### config.mk
export PLATFORM = sky130hd
export DESIGN_NAME = modem_status_receiver_csr
export DESIGN_NICKNAME = d
export VERILOG_FILES = /design/src/common/modem_status_pkg.sv /design/src/logic/modem_status_receiver_csr.sv
export SDC_FILE = /design/constraint.sdc
export NUM_CORES = 1
export LEC_CHECK = 0
export BUFFER_PORTS_ARGS = -buffer_cell sky130_fd_sc_hd__buf_2
export CAP_MARGIN = 20
export CORE_MARGIN = 5
export CORE_UTILIZATION = 35
export CTS_CLUSTER_DIAMETER = 30
export DETAILED_ROUTE_END_ITERATION = 10
export GPL_ROUTABILITY_DRIVEN = 0
export RECOVER_POWER = 50
export SLEW_MARGIN = 20
export SYNTH_ARGS = -nofsm -noshare
export SYNTH_HDL_FRONTEND = slang
export SYNTH_SLANG_ARGS = --single-unit
### constraint.sdc
create_clock -name clk -period 0.87 [get_ports clk]
set_input_delay 0.174 -clock clk [delete_from_list [all_inputs] [get_ports clk]]
set_output_delay 0.174 -clock clk [all_outputs]
set_load 0.01 [all_outputs]
### src/common/modem_status_pkg.sv
`default_nettype none
package modem_status_pkg;
   // ==========================================================
   // Register layout
   localparam int REG_W = 16;
   localparam int BIT_MODEM_CHANGE = 15;
   localparam int BIT_CALL_ALERT = 14;
   localparam int BIT_PEER_GO_AHEAD = 13;
   localparam int BIT_CARRIER = 12;
   localparam int BIT_RX_IN_PROGRESS = 11;
   localparam int BIT_REV_CHAN_RX = 10;
   localparam int BIT_CHAR_COMPLETE = 7;
   localparam int BIT_IRQ_ENABLE = 5;
   localparam int BIT_REV_CHAN_TX = 3;
   // ==========================================================
   // Reset values and sizes
   localparam logic [15:0] READ_ZERO = 16'h0000;
   localparam logic [3:0] STATUS_RESET = 4'h0;
   localparam int SYNC_STAGES = 2;
endpackage : modem_status_pkg
`default_nettype wire

### src/logic/modem_status_receiver_csr.sv
`default_nettype none
module modem_status_receiver_csr
   import modem_status_pkg::*;
(
   // Clock and reset
   input wire logic clk,
   input wire logic rstn,
   // Processor initialization pulse
   input wire logic init_pulse,
   // Register read port
   input wire logic reg_read,
   output logic [15:0] reg_rdata,
   // Lower-half bits owned by neighbouring logic
   input wire logic modem_change_irq_enable,
   input wire logic reverse_channel_tx,
   // Receiver events
   input wire logic start_bit_centre,
   input wire logic rx_char_complete,
   // Modem leads, asynchronous
   input wire logic call_alert_signal,
   input wire logic peer_go_ahead,
   input wire logic carrier_present,
   input wire logic reverse_channel_rx,
   // Interrupt request
   output logic modem_change_irq
);
   import modem_status_pkg::*;

   // ==========================================================
   // Synchronisers; stage one is read only by stage two
   // Order: call alert, go-ahead, carrier, reverse channel
   logic [3:0] sync_first;
   logic [3:0] sync_second;
   logic [3:0] status_prev;
   logic modem_change;
   logic rx_in_progress;
   logic done_prev;
   logic [3:0] edges;
   logic change_event;

   always_ff @(posedge clk) begin
      if (!rstn) begin
         sync_first <= STATUS_RESET;
         sync_second <= STATUS_RESET;
      end else begin
         sync_first <= {call_alert_signal, peer_go_ahead, carrier_present,
                        reverse_channel_rx};
         sync_second <= sync_first;
      end
   end

   // Edge history; init leaves it alone so a steady lead is not taken for a change
   always_ff @(posedge clk) begin
      if (!rstn) begin
         status_prev <= STATUS_RESET;
      end else begin
         status_prev <= sync_second;
      end
   end

   assign edges = sync_second ^ status_prev;
   // Call alert counts only on its rising edge
   assign change_event = (edges[3] & sync_second[3]) | (|edges[2:0]);

   // ==========================================================
   // Modem-change flag; a new event beats the read clear
   always_ff @(posedge clk) begin
      if (!rstn || init_pulse) begin
         modem_change <= 1'b0;
      end else if (change_event) begin
         modem_change <= 1'b1;
      end else if (reg_read) begin
         modem_change <= 1'b0;
      end
   end

   // ==========================================================
   // Receiver-active flag
   always_ff @(posedge clk) begin
      if (!rstn || init_pulse) begin
         done_prev <= 1'b0;
      end else begin
         done_prev <= rx_char_complete;
      end
   end

   // Clear wins: a start centre cannot coincide with completion in practice
   always_ff @(posedge clk) begin
      if (!rstn || init_pulse) begin
         rx_in_progress <= 1'b0;
      end else if (rx_char_complete && !done_prev) begin
         rx_in_progress <= 1'b0;
      end else if (start_bit_centre) begin
         rx_in_progress <= 1'b1;
      end
   end

   // ==========================================================
   // Read data and interrupt, both registered
   always_ff @(posedge clk) begin
      if (!rstn || init_pulse) begin
         reg_rdata <= READ_ZERO;
      end else begin
         reg_rdata <= READ_ZERO;
         reg_rdata[BIT_MODEM_CHANGE] <= modem_change;
         reg_rdata[BIT_CALL_ALERT] <= sync_second[3];
         reg_rdata[BIT_PEER_GO_AHEAD] <= sync_second[2];
         reg_rdata[BIT_CARRIER] <= sync_second[1];
         reg_rdata[BIT_RX_IN_PROGRESS] <= rx_in_progress;
         reg_rdata[BIT_REV_CHAN_RX] <= sync_second[0];
         reg_rdata[BIT_CHAR_COMPLETE] <= rx_char_complete;
         reg_rdata[BIT_IRQ_ENABLE] <= modem_change_irq_enable;
         reg_rdata[BIT_REV_CHAN_TX] <= reverse_channel_tx;
      end
   end

   always_ff @(posedge clk) begin
      if (!rstn) begin
         modem_change_irq <= 1'b0;
      end else begin
         modem_change_irq <= modem_change && modem_change_irq_enable &&
                             !init_pulse;
      end
   end

   // ==========================================================
   // Checks
   // Flag and interrupt
   irq_follows_flag_a: assert property (@(posedge clk) disable iff (!rstn)
      (modem_change && modem_change_irq_enable && !init_pulse)
      |=> modem_change_irq)
      else $error("irq missing");

   irq_needs_enable_a: assert property (@(posedge clk) disable iff (!rstn)
      modem_change_irq
      |-> $past(modem_change_irq_enable))
      else $error("irq without enable");

   irq_drops_a: assert property (@(posedge clk) disable iff (!rstn)
      (!modem_change || !modem_change_irq_enable || init_pulse)
      |=> !modem_change_irq)
      else $error("irq without cause");

   edge_sets_flag_a: assert property (@(posedge clk) disable iff (!rstn)
      (change_event && !init_pulse)
      |=> modem_change)
      else $error("change lost");

   carrier_edge_sets_a: assert property (@(posedge clk) disable iff (!rstn)
      (sync_second[1] != status_prev[1] && !init_pulse)
      |=> modem_change)
      else $error("carrier change lost");

   peer_edge_sets_a: assert property (@(posedge clk) disable iff (!rstn)
      (sync_second[2] != status_prev[2] && !init_pulse)
      |=> modem_change)
      else $error("go-ahead change lost");

   reverse_edge_sets_a: assert property (@(posedge clk) disable iff (!rstn)
      (sync_second[0] != status_prev[0] && !init_pulse)
      |=> modem_change)
      else $error("reverse channel change lost");

   call_rise_sets_a: assert property (@(posedge clk) disable iff (!rstn)
      (sync_second[3] && !status_prev[3] && !init_pulse)
      |=> modem_change)
      else $error("call alert rise lost");

   ring_fall_quiet_a: assert property (@(posedge clk) disable iff (!rstn)
      (!modem_change && !init_pulse && !sync_second[3] &&
       sync_second[2:0] == status_prev[2:0]) |=> !modem_change)
      else $error("flag set without rising event");

   flag_has_cause_a: assert property (@(posedge clk) disable iff (!rstn)
      $rose(modem_change)
      |-> $past(change_event))
      else $error("flag set without event");

   read_clears_flag_a: assert property (@(posedge clk) disable iff (!rstn)
      (reg_read && !change_event)
      |=> !modem_change)
      else $error("read did not clear");

   flag_holds_a: assert property (@(posedge clk) disable iff (!rstn)
      (modem_change && !reg_read && !init_pulse)
      |=> modem_change)
      else $error("flag dropped without read");

   init_clears_all_a: assert property (@(posedge clk) disable iff (!rstn)
      init_pulse
      |=> (!modem_change && !rx_in_progress && reg_rdata == READ_ZERO))
      else $error("init did not clear");

   read_keeps_event_a: assert property (@(posedge clk) disable iff (!rstn)
      (reg_read && change_event && !init_pulse)
      |=> modem_change)
      else $error("event lost under read");

   // Synchronisers and history
   first_stage_captures_a: assert property (@(posedge clk) disable iff (!rstn)
      1'b1 |=> sync_first == $past({call_alert_signal, peer_go_ahead,
                                    carrier_present, reverse_channel_rx}))
      else $error("first stage stale");

   second_stage_follows_a: assert property (@(posedge clk) disable iff (!rstn)
      1'b1
      |=> sync_second == $past(sync_first))
      else $error("second stage stale");

   history_follows_a: assert property (@(posedge clk) disable iff (!rstn)
      1'b1
      |=> status_prev == $past(sync_second))
      else $error("edge history stale");

   // Receiver-active
   start_sets_active_a: assert property (@(posedge clk) disable iff (!rstn)
      (start_bit_centre && !init_pulse && !(rx_char_complete && !done_prev))
      |=> rx_in_progress)
      else $error("active not set");

   active_quiet_a: assert property (@(posedge clk) disable iff (!rstn)
      (!rx_in_progress && !start_bit_centre)
      |=> !rx_in_progress)
      else $error("active set without start");

   done_clears_active_a: assert property (@(posedge clk) disable iff (!rstn)
      $rose(rx_char_complete)
      |=> !rx_in_progress)
      else $error("active not cleared");

   active_holds_a: assert property (@(posedge clk) disable iff (!rstn)
      (rx_in_progress && !init_pulse && !(rx_char_complete && !done_prev))
      |=> rx_in_progress)
      else $error("active dropped early");

   done_history_a: assert property (@(posedge clk) disable iff (!rstn)
      !init_pulse
      |=> done_prev == $past(rx_char_complete))
      else $error("completion history stale");

   // Register image
   flag_bit_tracks_a: assert property (@(posedge clk) disable iff (!rstn)
      !init_pulse
      |=> reg_rdata[BIT_MODEM_CHANGE] == $past(modem_change))
      else $error("flag bit stale");

   call_bit_tracks_a: assert property (@(posedge clk) disable iff (!rstn)
      !init_pulse
      |=> reg_rdata[BIT_CALL_ALERT] == $past(sync_second[3]))
      else $error("call alert bit stale");

   peer_bit_tracks_a: assert property (@(posedge clk) disable iff (!rstn)
      !init_pulse
      |=> reg_rdata[BIT_PEER_GO_AHEAD] == $past(sync_second[2]))
      else $error("go-ahead bit stale");

   carrier_bit_tracks_a: assert property (@(posedge clk) disable iff (!rstn)
      !init_pulse
      |=> reg_rdata[BIT_CARRIER] == $past(sync_second[1]))
      else $error("carrier bit stale");

   active_bit_tracks_a: assert property (@(posedge clk) disable iff (!rstn)
      !init_pulse
      |=> reg_rdata[BIT_RX_IN_PROGRESS] == $past(rx_in_progress))
      else $error("active bit stale");

   reverse_bit_tracks_a: assert property (@(posedge clk) disable iff (!rstn)
      !init_pulse
      |=> reg_rdata[BIT_REV_CHAN_RX] == $past(sync_second[0]))
      else $error("reverse channel bit stale");

   done_bit_tracks_a: assert property (@(posedge clk) disable iff (!rstn)
      !init_pulse
      |=> reg_rdata[BIT_CHAR_COMPLETE] == $past(rx_char_complete))
      else $error("completion bit stale");

   enable_bit_tracks_a: assert property (@(posedge clk) disable iff (!rstn)
      !init_pulse
      |=> reg_rdata[BIT_IRQ_ENABLE] == $past(modem_change_irq_enable))
      else $error("enable bit stale");

   tx_bit_tracks_a: assert property (@(posedge clk) disable iff (!rstn)
      !init_pulse
      |=> reg_rdata[BIT_REV_CHAN_TX] == $past(reverse_channel_tx))
      else $error("reverse transmit bit stale");

   unused_read_zero_a: assert property (@(posedge clk) disable iff (!rstn)
      reg_rdata[9:8] == 2'b00 && reg_rdata[6] == 1'b0 && reg_rdata[4] == 1'b0
      && reg_rdata[2:0] == 3'b000)
      else $error("unused bit nonzero");
endmodule : modem_status_receiver_csr
`default_nettype wire

Yosys cells after proc, flatten, opt, wreduce, memory -nomap -nowiden

Index checks and enable logic that the tools add are counted.

Word-level logic and storage cells: 24
Output and inout bits: 17
Input bits: 12
Bits in registers: 32

Bitwise logic cells: 3
Mux-type cells: 2
Reductions and logical operators: 10

Operators by type and width:

| cell               | count |
|---|---|
| XOR 4 bit          | 1 |
| logical AND 1 bit  | 3 |
| zero test 1 bit    | 3 |
| OR reduction 3 bit | 1 |
| two-way mux 1 bit  | 2 |
| nonzero test 2 bit | 1 |
| OR reduction 2 bit | 1 |
| AND 1 bit          | 1 |
| logical OR 1 bit   | 1 |
| OR 1 bit           | 1 |

Longest topological paths before layout

Word-level depth: 4
Gate-level depth with buffers: 3
Gate-level depth less buffers: 3

Worst setup path after synthesis

No wires, ideal clock.

Path type: flip-flop to flip-flop
From: register sync_second[0]
To: register modem_change
Cell stages (with the launch flop): 4
Slack: -0.080 ns
Path buffers: 0
Required time: 0.750 ns
Data arrival time: 0.830 ns
Library setup time: 0.120 ns
Period minus slack after synthesis: 0.950 ns
Cells stage by stage: dfxtp_1 xnor2_1 o221ai_1 o31a_1

Cells in the longest elaborated chain, start to end: 4
Elaborated cells between the ends (all ways): 5
Classes of those cells: mux (1); bitwise (2); reduce/logical (2)

Ends and longest elaborated chain:

| element                                                        | line                            | source |
|---|---|---|
| start: declaration                                             | modem_status_receiver_csr.sv:33 | `logic [3:0] sync_second;` |
| start signal: assignment                                       | modem_status_receiver_csr.sv:48 | `sync_second <= sync_first;` |
| XOR 4 bit (*)                                                  | modem_status_receiver_csr.sv:61 | `assign edges = sync_second ^ status_prev;` |
| OR reduction 3 bit (*)                                         | modem_status_receiver_csr.sv:63 | `assign change_event = (edges[3] & sync_second[3]) \| (\|edges[2:0]);` |
| OR 1 bit (*)                                                   | modem_status_receiver_csr.sv:63 |  |
| two-way mux 1 bit / nonzero test 2 bit (equally long branches) | -                               |  |
| end signal: assignment                                         | modem_status_receiver_csr.sv:69 | `modem_change <= 1'b0;` |
| end signal: assignment                                         | modem_status_receiver_csr.sv:71 | `modem_change <= 1'b1;` |
| end signal: assignment                                         | modem_status_receiver_csr.sv:73 | `modem_change <= 1'b0;` |
| end: declaration                                               | modem_status_receiver_csr.sv:35 | `logic modem_change;` |

Every way passes the cells marked *; elsewhere a longest branch is shown, timed or not.
A chain may end at the register's enable or synchronous reset.

Final worst setup path

Same ends and word-level chain as after synthesis.

==> results.sh <==
export IMPL_status="finished with violations"
export IMPL_violations="setup timing"
export IMPL_worstPathArrival_ns=1.13
export IMPL_cts_sinks=24
export IMPL_place_area_um2=869.6
export IMPL_yosys_warnings=0
export IMPL_p_sw_mw=0.3490
export IMPL_fillCellCount=217
export IMPL_start_util=0.3570
export IMPL_hold_class="in2reg"
export IMPL_ctsLongestPathBuffers=2
export IMPL_wl_met2_um=481
export IMPL_grt_pass1_vias=440
export IMPL_cts_tree="yes"
export IMPL_pre_cts_ws_ns=-0.08094
export IMPL_synth_seq_cells=24
export IMPL_holdWs_ns=0.07200
export IMPL_grt_pass1_wl_um=1752
export IMPL_power_share_clock=0.259
export IMPL_crit_path_max_incr_delay_ns=0.34
export IMPL_port_buffers=21
export IMPL_synth_top_cell_area_share=0.6264
export IMPL_drtAntennaViolNets=0
export IMPL_maxCapViolCount=0
export IMPL_routed_top_layer="met4"
export IMPL_numCtsBuffers=3
export IMPL_wl_per_cell_um=9.205
export IMPL_core_area_um2=2148
export IMPL_fin_total_pwr_mw=1.705
export IMPL_drc_errors=0
export IMPL_via_per_inst=3.846
export IMPL_critPathMaxFanout=2
export IMPL_avgSynthCellArea_um2=11.45
export IMPL_ir_drop_uv=769.0
export IMPL_met1_length_um=443
export IMPL_ys_seq_area_frac=0.6264
export IMPL_fin_ws_ns=-0.06076
export IMPL_grt_max_degree=13
export IMPL_final_min_clock_period_ns=0.9308
export IMPL_diodes=0
export IMPL_required_ns=1.07
export IMPL_max_freq_mhz=1074
export IMPL_endpoint_kind="flip-flop"
export IMPL_area_growth_pct=18.92
export IMPL_overflow=0
export IMPL_syn_area_um2=767.0
export IMPL_post_route_period_util=1.070
export IMPL_antenna_found_initial=0
export IMPL_synthTopCellsByArea="dfxtp_1, and2_1, buf_4"
export IMPL_setup_viol=11
export IMPL_clockRootBuffer="clkbuf_4"
export IMPL_fin_cells=117
export IMPL_dieArea_um2=3227
export IMPL_slowest_stage="dfxtp_2"
export IMPL_synthesis_instances=67
export IMPL_intPower_mw=1.356
export IMPL_placedCellCount=113
export IMPL_swShare=0.2047
export IMPL_final_area_um2=912.1
export IMPL_dp_hpwl_um=823.6
export IMPL_num_nets_final=103
export IMPL_wl_met3_um=133
export IMPL_ios=29
export IMPL_clk_latency_ns=0.30
export IMPL_power_density_nw_per_um2=1869
export IMPL_start_kind="flip-flop"
export IMPL_multi_input_area_um2=229.0
export IMPL_regArea_um2=485.5
export IMPL_finalMaxSlewViolations=0
export IMPL_ys_types=15
export IMPL_grt_usage=0.07183
export IMPL_layout_drive_gt1_share=0.3596
export IMPL_finalHoldViolCount=0
export IMPL_cts_hold_buffers=0
export IMPL_pwr_share_comb=0.066
export IMPL_p_seq_frac=0.675
export IMPL_detail_route_first_pass_iterations=1
export IMPL_vias=450
export IMPL_drt_iter0_drc=0
export IMPL_rsz0062_at_grt="true"
export IMPL_clkTransAtPathRegs_ns=0.11
export IMPL_htreeDepth=1
export IMPL_p_leak_nw=0.4448
export IMPL_yosys_area_top_type="dfxtp_1"
export IMPL_die_width_um=56.81
export IMPL_rows=17
export IMPL_routed_wl_um=1077
export IMPL_critical_path_class="reg2reg"
export IMPL_crit_chain="xnor2_1 > o221ai_1 > o31a_1"
export IMPL_finClkSkew_ns=0.001555
export IMPL_fp_dieH_um=56.81
-- what timing repair did --
action | CTS | global route
gates resized for setup | 2 | 3
buffers inserted | 1 | 0
endpoints found under the setup margin | 11 | 11
pin swaps | 1 | 1
-- registers in the layout, indices dropped and copies added, names as in the netlist --
register          flops
reg_rdata             9
status_prev           4
sync_first            4
sync_second           4
modem_change          1
modem_change_irq      1
rx_in_progress        1
-- cell type report --
cell class / count / area share
Sequential cell: 24 / 0.5322
Timing Repair Buffer: 23 / 0.1413
Tap cell: 28 / 0.03841
Multi-Input combinational cell: 36 / 0.2510
Clock buffer: 3 / 0.02469
Inverter: 3 / 0.01235
-- cell usage in the layout (no fill, tap or decap) --
cell type / n
dfxtp_1: 20
buf_2: 19
and2_1: 15
conb_1: 7
and2_0: 4
dfxtp_2: 4
inv_1: 3
clkbuf_4: 3
and2_2: 2
xor2_1: 2
buf_6: 2
and2b_1: 1
xnor2_1: 1
o221ai_1: 1
o31a_1: 1
o221a_2: 1
and3_1: 1
clkbuf_1: 1
buf_4: 1
-- synth_stat cells, drive strengths merged --
cell type	count
o31a	1
xor2	2
buf	9
and3	1
o221ai	1
dfxtp	24
inv	3
clkbuf	1
and2	21
o221a	1
and2b	1
xnor2	1
conb	1
-- routing by layer --
metal / track usage / vias to the layer above
met3: 0.02989 / 2
met4: 0.04967 / 0
li1: - / 234
met2: 0.1139 / 20
met1: 0.07671 / 194
met5: 0 / -
-- power by group through the flow --
stage	sequential [mW]	clock (mW)	combinational, mW
final	1.15	0.442	0.112
after floorplan	1.18	0	0.0871
after global routing	1.16	0.524	0.127
after global placement	1.17	0	0.108
after detailed placement	1.18	0	0.111
after CTS	1.15	0.486	0.116
-- path summary, 6_finish.rpt --
| path | start | endpoint | slack (ns) | cells after the start |
|---|---|---|---|---|
| max reg2reg | sync_second[0] | modem_change | -0.06 | 3 |
| max | sync_second[0] | modem_change | -0.06 | 3 |
| min reg2reg | sync_first[0] | sync_second[0] | 0.44 | 1 |
| min | reverse_channel_rx | sync_first[0] | 0.07 | 2 |
-- logic make-up (layout without fill, tap and decap cells) --
family	Yosys count	count (layout)	synth area share
flops	24	24	0.6264
simple gates	23	23	0.1925
buf+inv	13	29	0.1044
compound gates	3	3	0.03752
xor+xnor	3	3	0.03426
other cells	1	7	0.004889
-- through the flow --
| stage | util | setup TNS [ns] |
|---|---|---|
| 2_1_floorplan | - | -0.02312 |
| 3_3_place_gp | 0.4048 | -0.07447 |
| 3_5_place_dp | 0.4048 | -0.2348 |
| 4_1_cts | 0.4222 | -0.7421 |
| 5_1_grt | 0.4246 | -1.010 |
| 6_report | 0.4246 | -0.4756 |
-- worst max-delay path, delay by kind of cell, from the launching register on --
family          cells  cell delay, ns
compound gates      2            0.36
xor+xnor            1            0.14
flops               1            0.34
Note: power is estimated with default switching activity, not from simulation.
